$ cat src/smrfc_pkg.sv
// shared constants and types for the supply monitor, reset and fault capture block
package smrfc_pkg;
  localparam int NUM_CH = 4;
  localparam int CLK_PERIOD_NS = 10;
  // converter pacing: gap step and single conversion time
  localparam int GAP_STEP_NS = 250;
  localparam int CONV_NS = 1750;
  localparam int TICK_CYCLES = (GAP_STEP_NS + CLK_PERIOD_NS - 1) / CLK_PERIOD_NS;
  localparam int CONV_TICKS = (CONV_NS + GAP_STEP_NS - 1) / GAP_STEP_NS;
  // reset hold delay step unit, scaled by the monitor sample interval
  localparam int RESET_STEP_NS = 100000;
  localparam int RESET_STEP_CYCLES = (RESET_STEP_NS + CLK_PERIOD_NS - 1) / CLK_PERIOD_NS;

  localparam logic [2:0] LAST_PHASE = 3'h4;
  localparam logic [2:0] CONVS_FILTERED = 3'h4;
  localparam logic [2:0] CONVS_UNFILTERED = 3'h1;

  // command codes
  localparam logic [7:0] CMD_RESET_HOLD_DELAY = 8'hdd;
  localparam logic [7:0] CMD_ADC_GAP_INTERVAL = 8'hdf;
  localparam logic [7:0] CMD_DAC_UPDATE_SAMPLE_COUNT = 8'he0;
  localparam logic [7:0] CMD_RESET_SOURCE_SELECT = 8'he1;
  localparam logic [7:0] CMD_FAULT_CAUSE_FLAGS = 8'he2;
  localparam logic [7:0] CMD_FAULT_VOLTAGE_SNAPSHOT = 8'he3;
  localparam logic [7:0] CMD_FAULT_TEMPERATURE_SNAPSHOT = 8'he4;

  // reset values
  localparam logic [15:0] GAP_INTERVAL_RST = 16'h0064;
  localparam logic [15:0] DAC_COUNT_RST = 16'h0001;
  localparam logic [7:0] RESET_SELECT_RST = 8'hff;
  localparam logic [15:0] HOLD_DELAY_RST = 16'h0000;

  // field positions
  localparam int FLAG_STRIDE = 4;
  localparam int OVER_FLAG_BIT = 0;
  localparam int UNDER_FLAG_BIT = 1;
  localparam int SPREAD_ENABLE_BIT = 4;
  localparam int FILTER_OFF_BIT = 1;
  localparam logic [7:0] LAST_CHANNEL = 8'h03;

  typedef enum logic [1:0] {
    SEQ_CONV = 2'b00,
    SEQ_GAP = 2'b01
  } smrfc_seq_state_type;

  typedef enum logic [1:0] {
    RST_HOLD = 2'b00,
    RST_WAIT = 2'b01,
    RST_RELEASED = 2'b11
  } smrfc_rst_state_type;
endpackage

$ cat src/smrfc_seq_if.sv
// link between the register core and the conversion sequencer
`timescale 1ns/10ps
interface smrfc_seq_if;
  logic [15:0] gap_interval;
  logic [15:0] dac_count;
  logic filter_on;
  logic trim_on;
  logic conv_done;
  logic seq_done;
  logic dac_update;
  modport ctrl (
    output gap_interval, dac_count, filter_on, trim_on,
    input conv_done, seq_done, dac_update
  );
  modport seq (
    input gap_interval, dac_count, filter_on, trim_on,
    output conv_done, seq_done, dac_update
  );
endinterface

$ cat src/smrfc_sequencer.sv
// monitor conversion sequencer and trim update pacing
`timescale 1ns/10ps
module smrfc_sequencer
  import smrfc_pkg::*;
(
  input wire logic clk_in,
  input wire logic rst_n_in,
  smrfc_seq_if.seq link
);
  typedef struct packed {
    logic [4:0] div;
    smrfc_seq_state_type st;
    logic [2:0] phase;
    logic [2:0] conv_idx;
    logic [15:0] tick_cnt;
    logic [15:0] samp_cnt;
    logic conv_done;
    logic seq_done;
    logic dac_update;
  } smrfc_seq_regs_type;

  smrfc_seq_regs_type r, nxt;
  logic tick_en;
  logic [2:0] convs;
  logic [15:0] dac_target;

  assign tick_en = (r.div == 5'(TICK_CYCLES - 1));
  assign convs = link.filter_on ? CONVS_FILTERED : CONVS_UNFILTERED;
  // a zero count would never update; treat it as one sample
  assign dac_target = (link.dac_count == 16'h0000) ? 16'h0001 : link.dac_count;

  always_comb begin
    nxt = r;
    nxt.conv_done = 1'b0;
    nxt.seq_done = 1'b0;
    nxt.dac_update = 1'b0;
    nxt.div = tick_en ? 5'h00 : r.div + 5'h01;
    if (tick_en) begin
      case (r.st)
        SEQ_CONV: begin
          if (r.tick_cnt == 16'(CONV_TICKS - 1)) begin
            nxt.conv_done = 1'b1;
            nxt.tick_cnt = 16'h0000;
            if (r.phase == 3'h0) begin
              nxt.st = SEQ_GAP;
            // a filter switch mid-phase must not let the index run past the last conversion
            end else if (r.conv_idx >= convs - 3'h1) begin
              nxt.conv_idx = 3'h0;
              if (r.phase == LAST_PHASE) begin
                nxt.seq_done = 1'b1;
                nxt.phase = 3'h0;
                if (link.trim_on) begin
                  if (r.samp_cnt + 16'h0001 >= dac_target) begin
                    nxt.dac_update = 1'b1;
                    nxt.samp_cnt = 16'h0000;
                  end else begin
                    nxt.samp_cnt = r.samp_cnt + 16'h0001;
                  end
                end else begin
                  nxt.samp_cnt = 16'h0000;
                end
              end else begin
                nxt.phase = r.phase + 3'h1;
                nxt.st = SEQ_GAP;
              end
            end else begin
              nxt.conv_idx = r.conv_idx + 3'h1;
            end
          end else begin
            nxt.tick_cnt = r.tick_cnt + 16'h0001;
          end
        end
        SEQ_GAP: begin
          // gap of N steps of 250 ns; N of zero gives a one-step gap, the same as N of one
          if (r.tick_cnt + 16'h0001 >= link.gap_interval) begin
            nxt.tick_cnt = 16'h0000;
            if (r.phase == 3'h0) begin
              nxt.phase = 3'h1;
            end else begin
              nxt.st = SEQ_CONV;
            end
          end else begin
            nxt.tick_cnt = r.tick_cnt + 16'h0001;
          end
        end
        default: begin
          nxt.st = SEQ_CONV;
          nxt.phase = 3'h0;
          nxt.tick_cnt = 16'h0000;
        end
      endcase
    end
  end

  always_ff @(posedge clk_in or negedge rst_n_in) begin
    if (!rst_n_in) begin
      r <= '0;
    end else begin
      r <= nxt;
    end
  end

  assign link.conv_done = r.conv_done;
  assign link.seq_done = r.seq_done;
  assign link.dac_update = r.dac_update;
endmodule // smrfc_sequencer

$ cat src/smrfc_top.sv
// supply monitor: converter pacing, supervised reset output and fault capture
//
// Contract
// - gap between conversions is value times 250ns
// - gap value loads 100 at power-up
// - sequence: conversion, gap, four gap-plus-conversion phases
// - result registers refresh once per sequence
// - trim updates after programmed sample count
// - trim period follows sequence time times count
// - reset open-drain, low during power-on
// - valid channel releases reset after hold delay
// - invalid select keeps reset low forever
// - selected channel disabled drives reset low
// - flags word: over 4n, under 4n+1
// - under flag when voltage below limit
// - over flag when voltage above limit
// - voltage snapshot taken at voltage fault
// - temperature snapshot taken at temperature fault
// - hold delay steps of interval times 100us
// - spread bit propagates channel fault to others
`timescale 1ns/10ps
module smrfc_top
  import smrfc_pkg::*;
#(
  parameter int unsigned RESET_STEP_CYC = RESET_STEP_CYCLES
) (
  input wire logic clk_in,
  input wire logic rst_n_in,
  input wire logic cmd_wr_in,
  input wire logic [7:0] cmd_code_in,
  input wire logic [15:0] cmd_wdata_in,
  output logic [15:0] cmd_rdata_out,
  input wire logic [15:0] monitor_sample_interval_in,
  input wire logic [7:0] input_filter_control_in,
  input wire logic [NUM_CH-1:0][7:0] channel_output_mode_in,
  input wire logic closed_loop_voltage_trim_in,
  input wire logic [NUM_CH-1:0][15:0] sense_input_in,
  input wire logic [NUM_CH-1:0][15:0] uv_limit_in,
  input wire logic [NUM_CH-1:0][15:0] ov_limit_in,
  input wire logic [15:0] temperature_in,
  input wire logic [NUM_CH-1:0] chan_at_target_in,
  input wire logic [NUM_CH-1:0] chan_enabled_in,
  input wire logic [NUM_CH-1:0] vfault_in,
  input wire logic temp_fault_in,
  output logic [NUM_CH-1:0] chan_fault_out,
  output logic conv_done_out,
  output logic seq_done_out,
  output logic dac_update_out,
  output logic reset_o_out,
  output logic reset_oe_out
);
  typedef struct packed {
    logic [15:0] gap_interval;
    logic [15:0] dac_count;
    logic [7:0] reset_select;
    logic [15:0] hold_delay;
    logic [15:0] fault_flags;
    logic [15:0] fault_vsnap;
    logic [15:0] fault_tsnap;
    logic [NUM_CH-1:0][15:0] result;
    smrfc_rst_state_type rst_st;
    logic [31:0] step_cnt;
    logic [15:0] delay_cnt;
    logic reset_drive;
    logic [NUM_CH-1:0] chan_fault;
    logic [15:0] rdata;
  } smrfc_regs_type;

  smrfc_regs_type r, nxt;
  logic [1:0] rst_sync_r;
  logic rst_n;
  smrfc_seq_if seq_link();

  logic [NUM_CH-1:0] spread_src;
  logic [NUM_CH-1:0] fault_eff;
  logic [15:0] flags_now;
  logic [15:0] vfault_value;
  logic sel_valid;
  logic [1:0] sel_ch;
  logic sel_ok;
  logic [31:0] step_target;
  logic step_en;

  // reset is released through two flops so every flop leaves reset on one edge
  always_ff @(posedge clk_in or negedge rst_n_in) begin
    if (!rst_n_in) begin
      rst_sync_r <= 2'b00;
    end else begin
      rst_sync_r <= {rst_sync_r[0], 1'b1};
    end
  end
  assign rst_n = rst_sync_r[1];

  assign seq_link.gap_interval = r.gap_interval;
  assign seq_link.dac_count = r.dac_count;
  assign seq_link.filter_on = ~input_filter_control_in[FILTER_OFF_BIT];
  assign seq_link.trim_on = closed_loop_voltage_trim_in;

  smrfc_sequencer u_seq (
    .clk_in(clk_in),
    .rst_n_in(rst_n),
    .link(seq_link)
  );

  genvar g;
  generate
    for (g = 0; g < NUM_CH; g++) begin : g_ch
      assign spread_src[g] = vfault_in[g] & channel_output_mode_in[g][SPREAD_ENABLE_BIT];
      assign flags_now[g*FLAG_STRIDE+UNDER_FLAG_BIT] = r.result[g] < uv_limit_in[g];
      assign flags_now[g*FLAG_STRIDE+OVER_FLAG_BIT] = r.result[g] > ov_limit_in[g];
      assign flags_now[g*FLAG_STRIDE+FLAG_STRIDE-1:g*FLAG_STRIDE+UNDER_FLAG_BIT+1] = '0;
    end
  endgenerate

  // a spreading fault reaches every channel, its own included
  assign fault_eff = vfault_in | {NUM_CH{|spread_src}};

  // lowest faulting channel supplies the voltage snapshot
  always_comb begin
    vfault_value = r.result[0];
    for (int i = NUM_CH - 1; i >= 0; i--) begin
      if (vfault_in[i]) begin
        vfault_value = r.result[i];
      end
    end
  end

  assign sel_valid = (r.reset_select <= LAST_CHANNEL);
  assign sel_ch = r.reset_select[1:0];
  assign sel_ok = sel_valid & chan_at_target_in[sel_ch] & chan_enabled_in[sel_ch]
                  & ~fault_eff[sel_ch];
  // interval of zero is taken as one step unit
  assign step_target = (monitor_sample_interval_in == 16'h0000) ? 32'(RESET_STEP_CYC) :
                       32'(monitor_sample_interval_in) * 32'(RESET_STEP_CYC);
  assign step_en = (r.step_cnt + 32'h00000001 >= step_target);

  always_comb begin
    nxt = r;
    nxt.chan_fault = fault_eff;
    if (cmd_wr_in) begin
      case (cmd_code_in)
        CMD_ADC_GAP_INTERVAL: nxt.gap_interval = cmd_wdata_in;
        CMD_DAC_UPDATE_SAMPLE_COUNT: nxt.dac_count = cmd_wdata_in;
        CMD_RESET_SOURCE_SELECT: nxt.reset_select = cmd_wdata_in[7:0];
        CMD_RESET_HOLD_DELAY: nxt.hold_delay = cmd_wdata_in;
        default: nxt.hold_delay = r.hold_delay;
      endcase
    end
    if (seq_link.seq_done) begin
      nxt.result = sense_input_in;
    end
    if (|vfault_in) begin
      nxt.fault_flags = flags_now;
      nxt.fault_vsnap = vfault_value;
    end
    if (temp_fault_in) begin
      nxt.fault_tsnap = temperature_in;
    end
    case (r.rst_st)
      RST_HOLD: begin
        nxt.reset_drive = 1'b1;
        nxt.step_cnt = 32'h00000000;
        nxt.delay_cnt = 16'h0000;
        if (sel_ok) begin
          nxt.rst_st = RST_WAIT;
        end
      end
      RST_WAIT: begin
        nxt.reset_drive = 1'b1;
        if (!sel_ok) begin
          nxt.rst_st = RST_HOLD;
        end else if (r.delay_cnt >= r.hold_delay) begin
          nxt.rst_st = RST_RELEASED;
          nxt.reset_drive = 1'b0;
        end else if (step_en) begin
          nxt.step_cnt = 32'h00000000;
          nxt.delay_cnt = r.delay_cnt + 16'h0001;
        end else begin
          nxt.step_cnt = r.step_cnt + 32'h00000001;
        end
      end
      RST_RELEASED: begin
        nxt.reset_drive = 1'b0;
        if (!sel_ok) begin
          nxt.rst_st = RST_HOLD;
          nxt.reset_drive = 1'b1;
        end
      end
      default: begin
        nxt.rst_st = RST_HOLD;
        nxt.reset_drive = 1'b1;
      end
    endcase
    case (cmd_code_in)
      CMD_ADC_GAP_INTERVAL: nxt.rdata = r.gap_interval;
      CMD_DAC_UPDATE_SAMPLE_COUNT: nxt.rdata = r.dac_count;
      CMD_RESET_SOURCE_SELECT: nxt.rdata = {8'h00, r.reset_select};
      CMD_RESET_HOLD_DELAY: nxt.rdata = r.hold_delay;
      CMD_FAULT_CAUSE_FLAGS: nxt.rdata = r.fault_flags;
      CMD_FAULT_VOLTAGE_SNAPSHOT: nxt.rdata = r.fault_vsnap;
      CMD_FAULT_TEMPERATURE_SNAPSHOT: nxt.rdata = r.fault_tsnap;
      default: nxt.rdata = 16'h0000;
    endcase
  end

  always_ff @(posedge clk_in or negedge rst_n) begin
    if (!rst_n) begin
      r <= '0;
      r.gap_interval <= GAP_INTERVAL_RST;
      r.dac_count <= DAC_COUNT_RST;
      r.reset_select <= RESET_SELECT_RST;
      r.hold_delay <= HOLD_DELAY_RST;
      r.rst_st <= RST_HOLD;
      r.reset_drive <= 1'b1;
    end else begin
      r <= nxt;
    end
  end

  // open drain: only ever pulls low
  assign reset_o_out = 1'b0;
  // the synchronised reset also pulls the pin so it is low until the sync releases
  assign reset_oe_out = r.reset_drive | ~rst_n;
  assign cmd_rdata_out = r.rdata;
  assign chan_fault_out = r.chan_fault;
  assign conv_done_out = seq_link.conv_done;
  assign seq_done_out = seq_link.seq_done;
  assign dac_update_out = seq_link.dac_update;
endmodule // smrfc_top

$ cat config.mk
export PLATFORM = sky130hd
export DESIGN_NAME = smrfc_top
export DESIGN_NICKNAME = d
export VERILOG_FILES = /design/src/smrfc_pkg.sv /design/src/smrfc_seq_if.sv /design/src/smrfc_sequencer.sv /design/src/smrfc_top.sv
export SDC_FILE = /design/constraint.sdc
export NUM_CORES = 1
export LEC_CHECK = 0
export BUFFER_PORTS_ARGS = -buffer_cell sky130_fd_sc_hd__buf_2
export CAP_MARGIN = 20
export CORE_ASPECT_RATIO = 0.5
export CORE_UTILIZATION = 50
export DETAILED_ROUTE_END_ITERATION = 10
export PLACE_DENSITY = 0.72
export SLEW_MARGIN = 0
export SYNTH_ARGS = -nofsm -noshare
export SYNTH_HDL_FRONTEND = slang
export SYNTH_HIERARCHICAL = 1
export SYNTH_SLANG_ARGS = --single-unit
$ cat constraint.sdc
create_clock -name clk_in -period 19.9 [get_ports clk_in]
set_input_delay 1.99 -clock clk_in [delete_from_list [all_inputs] [get_ports clk_in]]
set_output_delay 1.99 -clock clk_in [all_outputs]
set_load 0.1 [all_outputs]
---- Yosys cells after proc, flatten, opt, wreduce, memory -nomap -nowiden ----
Cells that the tools add are included.
storage, ports and cells
  flip-flop bits (word level) ............. 281
  bits of input ports ..................... 305
  output and inout port bits .............. 25
  word-level logic and storage cells ...... 161
operators by class
  add/sub/neg operators ................... 8
  $mul .................................... 1
  order comparisons ....................... 15
  eq/ne operators ......................... 27
  muxes and demuxes ....................... 52
  bitwise gates (word level) .............. 12
  reduce and logical (&&, ||, !) cells .... 19
operator list
  kind                      number
  $mux W16                  10
  $pmux W16 S7              1
  $pmux W48 S2              1
  $gt A16 B16 Y1            4
  $lt A16 B16 Y1            4
  $eq A8 B8 Y1 const B      7
  $mux W49                  1
  $add A16 B1 Y16 const B   3
  $ge A16 B16 Y1            3
  $mux W48                  1
  $add A32 B1 Y32 const B   1
  $ge A32 B30 Y1            1
  $logic_not A16 Y1         2
  $mux W32                  1
  $pmux W16 S2              1
  $mux W30                  1
  $mul A16 B10 Y26 const B  1
  $mux W3                   7
  $mux W2                   10
  $reduce_and A6 Y1         3
  $eq A16 B3 Y1 const B     1
  $mux W5                   3
  $ne A2 B2 Y1 const B      7
  $pmux W5 S2               1
  30 further kinds          59

---- Depth between registers and ports, before layout ----
  depth after elaboration ................. 11
  mapped depth ............................ 29
  gate-level depth less buffers ........... 29

---- By module ----
Netlist, hierarchy kept.
by module, submodules not included
  module           instances  cells an instance  area an instance (µm²)
  smrfc_top        1          1867               17963.5
  smrfc_sequencer  1          414                3618.5

---- Worst setup path after synthesis ----
OpenSTA, ideal clock, no wires.
  path kind ............................... register -> output
  start point ............................. register rst_sync_r[1]
  end point ............................... output port reset_oe_out
  arrival ................................. 9.135 ns
  data required time ...................... 17.910 ns
  slack ................................... 8.775 ns
  stages on the path, launching flop included .. 2
  path buffers ............................ 0
  cell sequence ........................... dfrtp_1 -> nand2b_1
on the way
  longest elaborated chain between the ends .. 2
RTL lines
  item                    RTL line          RTL
  start, declared         smrfc_top.sv:70   logic [1:0] rst_sync_r;
  start signal, assigned  smrfc_top.sv:89   rst_sync_r <= {rst_sync_r[0], 1'b1};
  $not A1 Y1              smrfc_top.sv:223  assign reset_oe_out = r.reset_drive | ~rst_n;
  $or A1 B1 Y1            smrfc_top.sv:223
  end, declared           smrfc_top.sv:50   output logic reset_oe_out
Every way passes these cells.

---- Final worst setup path ----
  start point ............................. input port monitor_sample_interval_in[4]
  end point ............................... register r[40] (netlist name)
on the way
  longest elaborated chain between the ends .. 7
  elaborated cells on any way between the ends .. 8
  classes of those cells .................. mul: 1; order compare: 1; mux: 5; reduce/logical: 1
RTL lines
  item                                                          RTL line                            RTL
  start, declared                                               smrfc_top.sv:33                     input wire logic [15:0] monitor_sample_interval_in,
  $mul A16 B10 Y26 / $logic_not A16 Y1 (equally long branches)  smrfc_top.sv:134, smrfc_top.sv:133
  $mux W30 *                                                    smrfc_top.sv:133                    assign step_target = (monitor_sample_interval_in == 16'h0000) ? 32'(RESET_STEP_CYC) :
  $ge A32 B30 Y1 *                                              smrfc_top.sv:135                    assign step_en = (r.step_cnt + 32'h00000001 >= step_target);
  $mux W32 *                                                    smrfc_top.sv:175                    end else if (step_en) begin
  $mux W48 *                                                    smrfc_top.sv:172                    end else if (r.delay_cnt >= r.hold_delay) begin
  $mux W49 *                                                    smrfc_top.sv:170                    if (!sel_ok) begin
  $pmux W48 S2 *                                                smrfc_top.sv:159                    case (r.rst_st)
  end signal, assigned                                          smrfc_top.sv:216                    r <= nxt;
  end, declared                                                 smrfc_top.sv:69                     smrfc_regs_type r, nxt;
Mark *: on every way between the ends. The rest lies on a longest branch, timed or not. The select of a mux whose other input is x is not followed.
A chain may end at the register's enable or synchronous reset.

==> qor.txt <==
status: finished, final reports clean
Cell Pwr Density: 67.9 nW/um2
Post-Syn Nets: 2910
area of the core: 42200 um2
Syn Std Cell Area: 21600 um2
crit start category: input pin
yosys warns: 6
First-pass DRT Iterations: 5
Required @ worst endpoint: 20.37 ns
CTS H-tree depth: 1
fin util: 57.7%
Vias per Instance: 5.64
final global-route overflow total: 0
vias in the first global route: 17600
max_cap viols: 0
Lkg Pwr: 0.0128 uW
worst r2r path cells: 17
layout cell share with drive strength beyond 1: 21.6%
Setup WS post-layout: 10.69 ns
placed cells: 3059
Clock Tree Buf Depth: 3
IO Count: 330
WP buf/inv: 8
largest net degree at the start of global routing: 74
Iter 0 DRT Violations: 1162
Initial Util: 51.1%
Seq/Total Area, Yosys: 32.5%
DP Worst Slack: 10.15 ns
critical path's largest stage delay: 0.95 ns
HP Class: flop to async pin
Reg2Reg Setup Slack: 14.59 ns
post-synth cell types: 90
final net count: 3141
Worst-Skew Late Latency: 0.56 ns
critical path fanouts, max: 24
die span in x: 296 um
Synth top area share: 31.0%
final clock skew: 0.0118 ns
Post-synth EDFFs: 0
most frequent cells in the layout: 314 x inv_1, 293 x buf_2, 289 x ha_1
most common cell after layout, fill and taps aside: inv_1
first-pass GRT wire length: 90400 um
TritonCTS Buffers: 28
Arr. time, crit path: 9.68 ns
flops & latches, synth: 280
total power: 1650 uW
wirelength, routed: 56000 um
Synth area leaders: dfrtp_1 31%, ha_1 17%, mux2_2 7.1%, inv_1 5.5%, fa_1 3.2%
met1 wire length: 23700 um
met2 WL: 27900 um
Peak VDD IR: 0.0000582 V
Slew Limit Fails: 0
Port Buf Inserts: 293
Crit-path slowest cell: a221oi_4
Crit Path Class: input pin to flop
CP endpoint kind: flop
DRC viols: 0
Post-Layout Cell Count: 3114
Reg clk slew, reported paths: 0.07 ns
setup bufs post-CTS: 0
RSZ-0062 raised after global routing: false
Worst Tran Pin Value: 1.15 ns
f_max: 0.109 GHz
clock tree root buffer cell: clkbuf_16
Setup Viol. Count Final: 0
ys async rst share: 100%
hold_buf cts: 0
final hold vios: 0
Antenna Violating Nets Remaining: 0
clk sinks: 280
Synth area leader: dfrtp_1
CTS resizes: 0
initial antenna violation count: 6
syn avg cell area: 9.46 um2
worst r2r dst: r[40]
DR vias: 17600
all-layer global routing usage: 25.8%
routability cong.: 0.921
CP top delay family: compound AO/OA/AOI/OAI gates
area of the die: 44000 um2
CTS tree: yes
Mapped Cells: 2281
highest routing layer actually used: met5
post-DP HPWL: 43200 um
setup_tns: 0 ns
Wirelength per Cell: 18.0 um
Period minus WS final: 9.21 ns
num rows: 53
relative slew slack: 23.6%
R2R Path Start: r[37]
Layout area overhead: 12.9%
die height: 149 um
Top cell by count, worst path: inv_1
DR WL met3: 2880 um
fin crit share: 46.3%
Top FF cell, synth: dfrtp_1
-- power breakdown --
group,internal (uW),switching (uW),total [uW]
clock,326,241,568
sequential,580,11.4,592
combinational,215,280,495
total,1120,533,1650
-- Yosys cell counts, types with 27 or more instances --
library cell,instances
nand4_1,56
clkbuf_1,55
buf_4,27
fa_1,35
a21o_1,48
dfrtp_1,267
nand3_1,55
ha_1,289
a21oi_1,79
o21ai_0,104
xnor2_1,40
inv_1,314
a22oi_1,63
nand2_1,162
nor2_1,108
mux2_2,137
-- how the worst max path moves through the flow --
| stage | to | slack, ns | cells after the start | start |
|---|---|---|---|---|
| floorplan | reset_oe_out | 8.78 | 1 | rst_sync_r[1] |
| global placement | r[59] | 10.24 | 30 | monitor_sample_interval_in[4] |
| detailed placement | r[52] | 10.15 | 30 | monitor_sample_interval_in[4] |
| CTS | r[40] | 10.76 | 30 | monitor_sample_interval_in[4] |
| global route | r[40] | 10.18 | 30 | monitor_sample_interval_in[4] |
| finish | r[40] | 10.69 | 30 | monitor_sample_interval_in[4] |
-- layer usage --
layer,track usage (%),vias up
li1,-,8518
met1,32.3,8457
met3,3.98,102
met5,0,-
met2,45.9,484
met4,7.44,4
-- flip-flops by register name, summed over array words and instances (netlist names) --
signal and count:
u_seq/link.seq_done 1, u_seq/link.conv_done 1, chan_fault_out 4, seq_link.dac_count 16, cmd_rdata_out 16, u_seq/r 44
u_seq/link.dac_update 1, rst_sync_r 2, r 179, seq_link.gap_interval 16
-- cells by family after synthesis --
group                    after synthesis  synth area share, %
AO/OA/AOI/OAI                        489                 15.5
XOR/XNOR                              63                 2.56
adder cells (fa/ha/maj)              324                 20.0
buffers and inverters                421                 7.96
flip-flops                           280                 32.5
multiplexers                         151                 8.03
other                                  2               0.0348
AND/OR/NAND/NOR                      551                 13.4
-- stage by stage --
step	hold WS [ns]	instance area, um2
floorplan	0.331	21600
finish	0.347	24400
detailed placement	0.351	23400
CTS	0.367	24400
global route	0.366	24400
global placement	0.336	23400
-- final cells by class --
| cell class | instances | area [um2] |
|---|---|---|
| flip-flops and latches | 280 | 7030 |
| inverters | 315 | 1180 |
| clock buffers | 33 | 761 |
| diodes | 3 | 7.51 |
| repair buffers | 307 | 1570 |
| well taps | 577 | 722 |
| fillers | 3677 | 17900 |
| clock inverters | 19 | 214 |
| multi-input cells | 1580 | 12900 |
No activity file was read; power rests on OpenSTA's default activity.
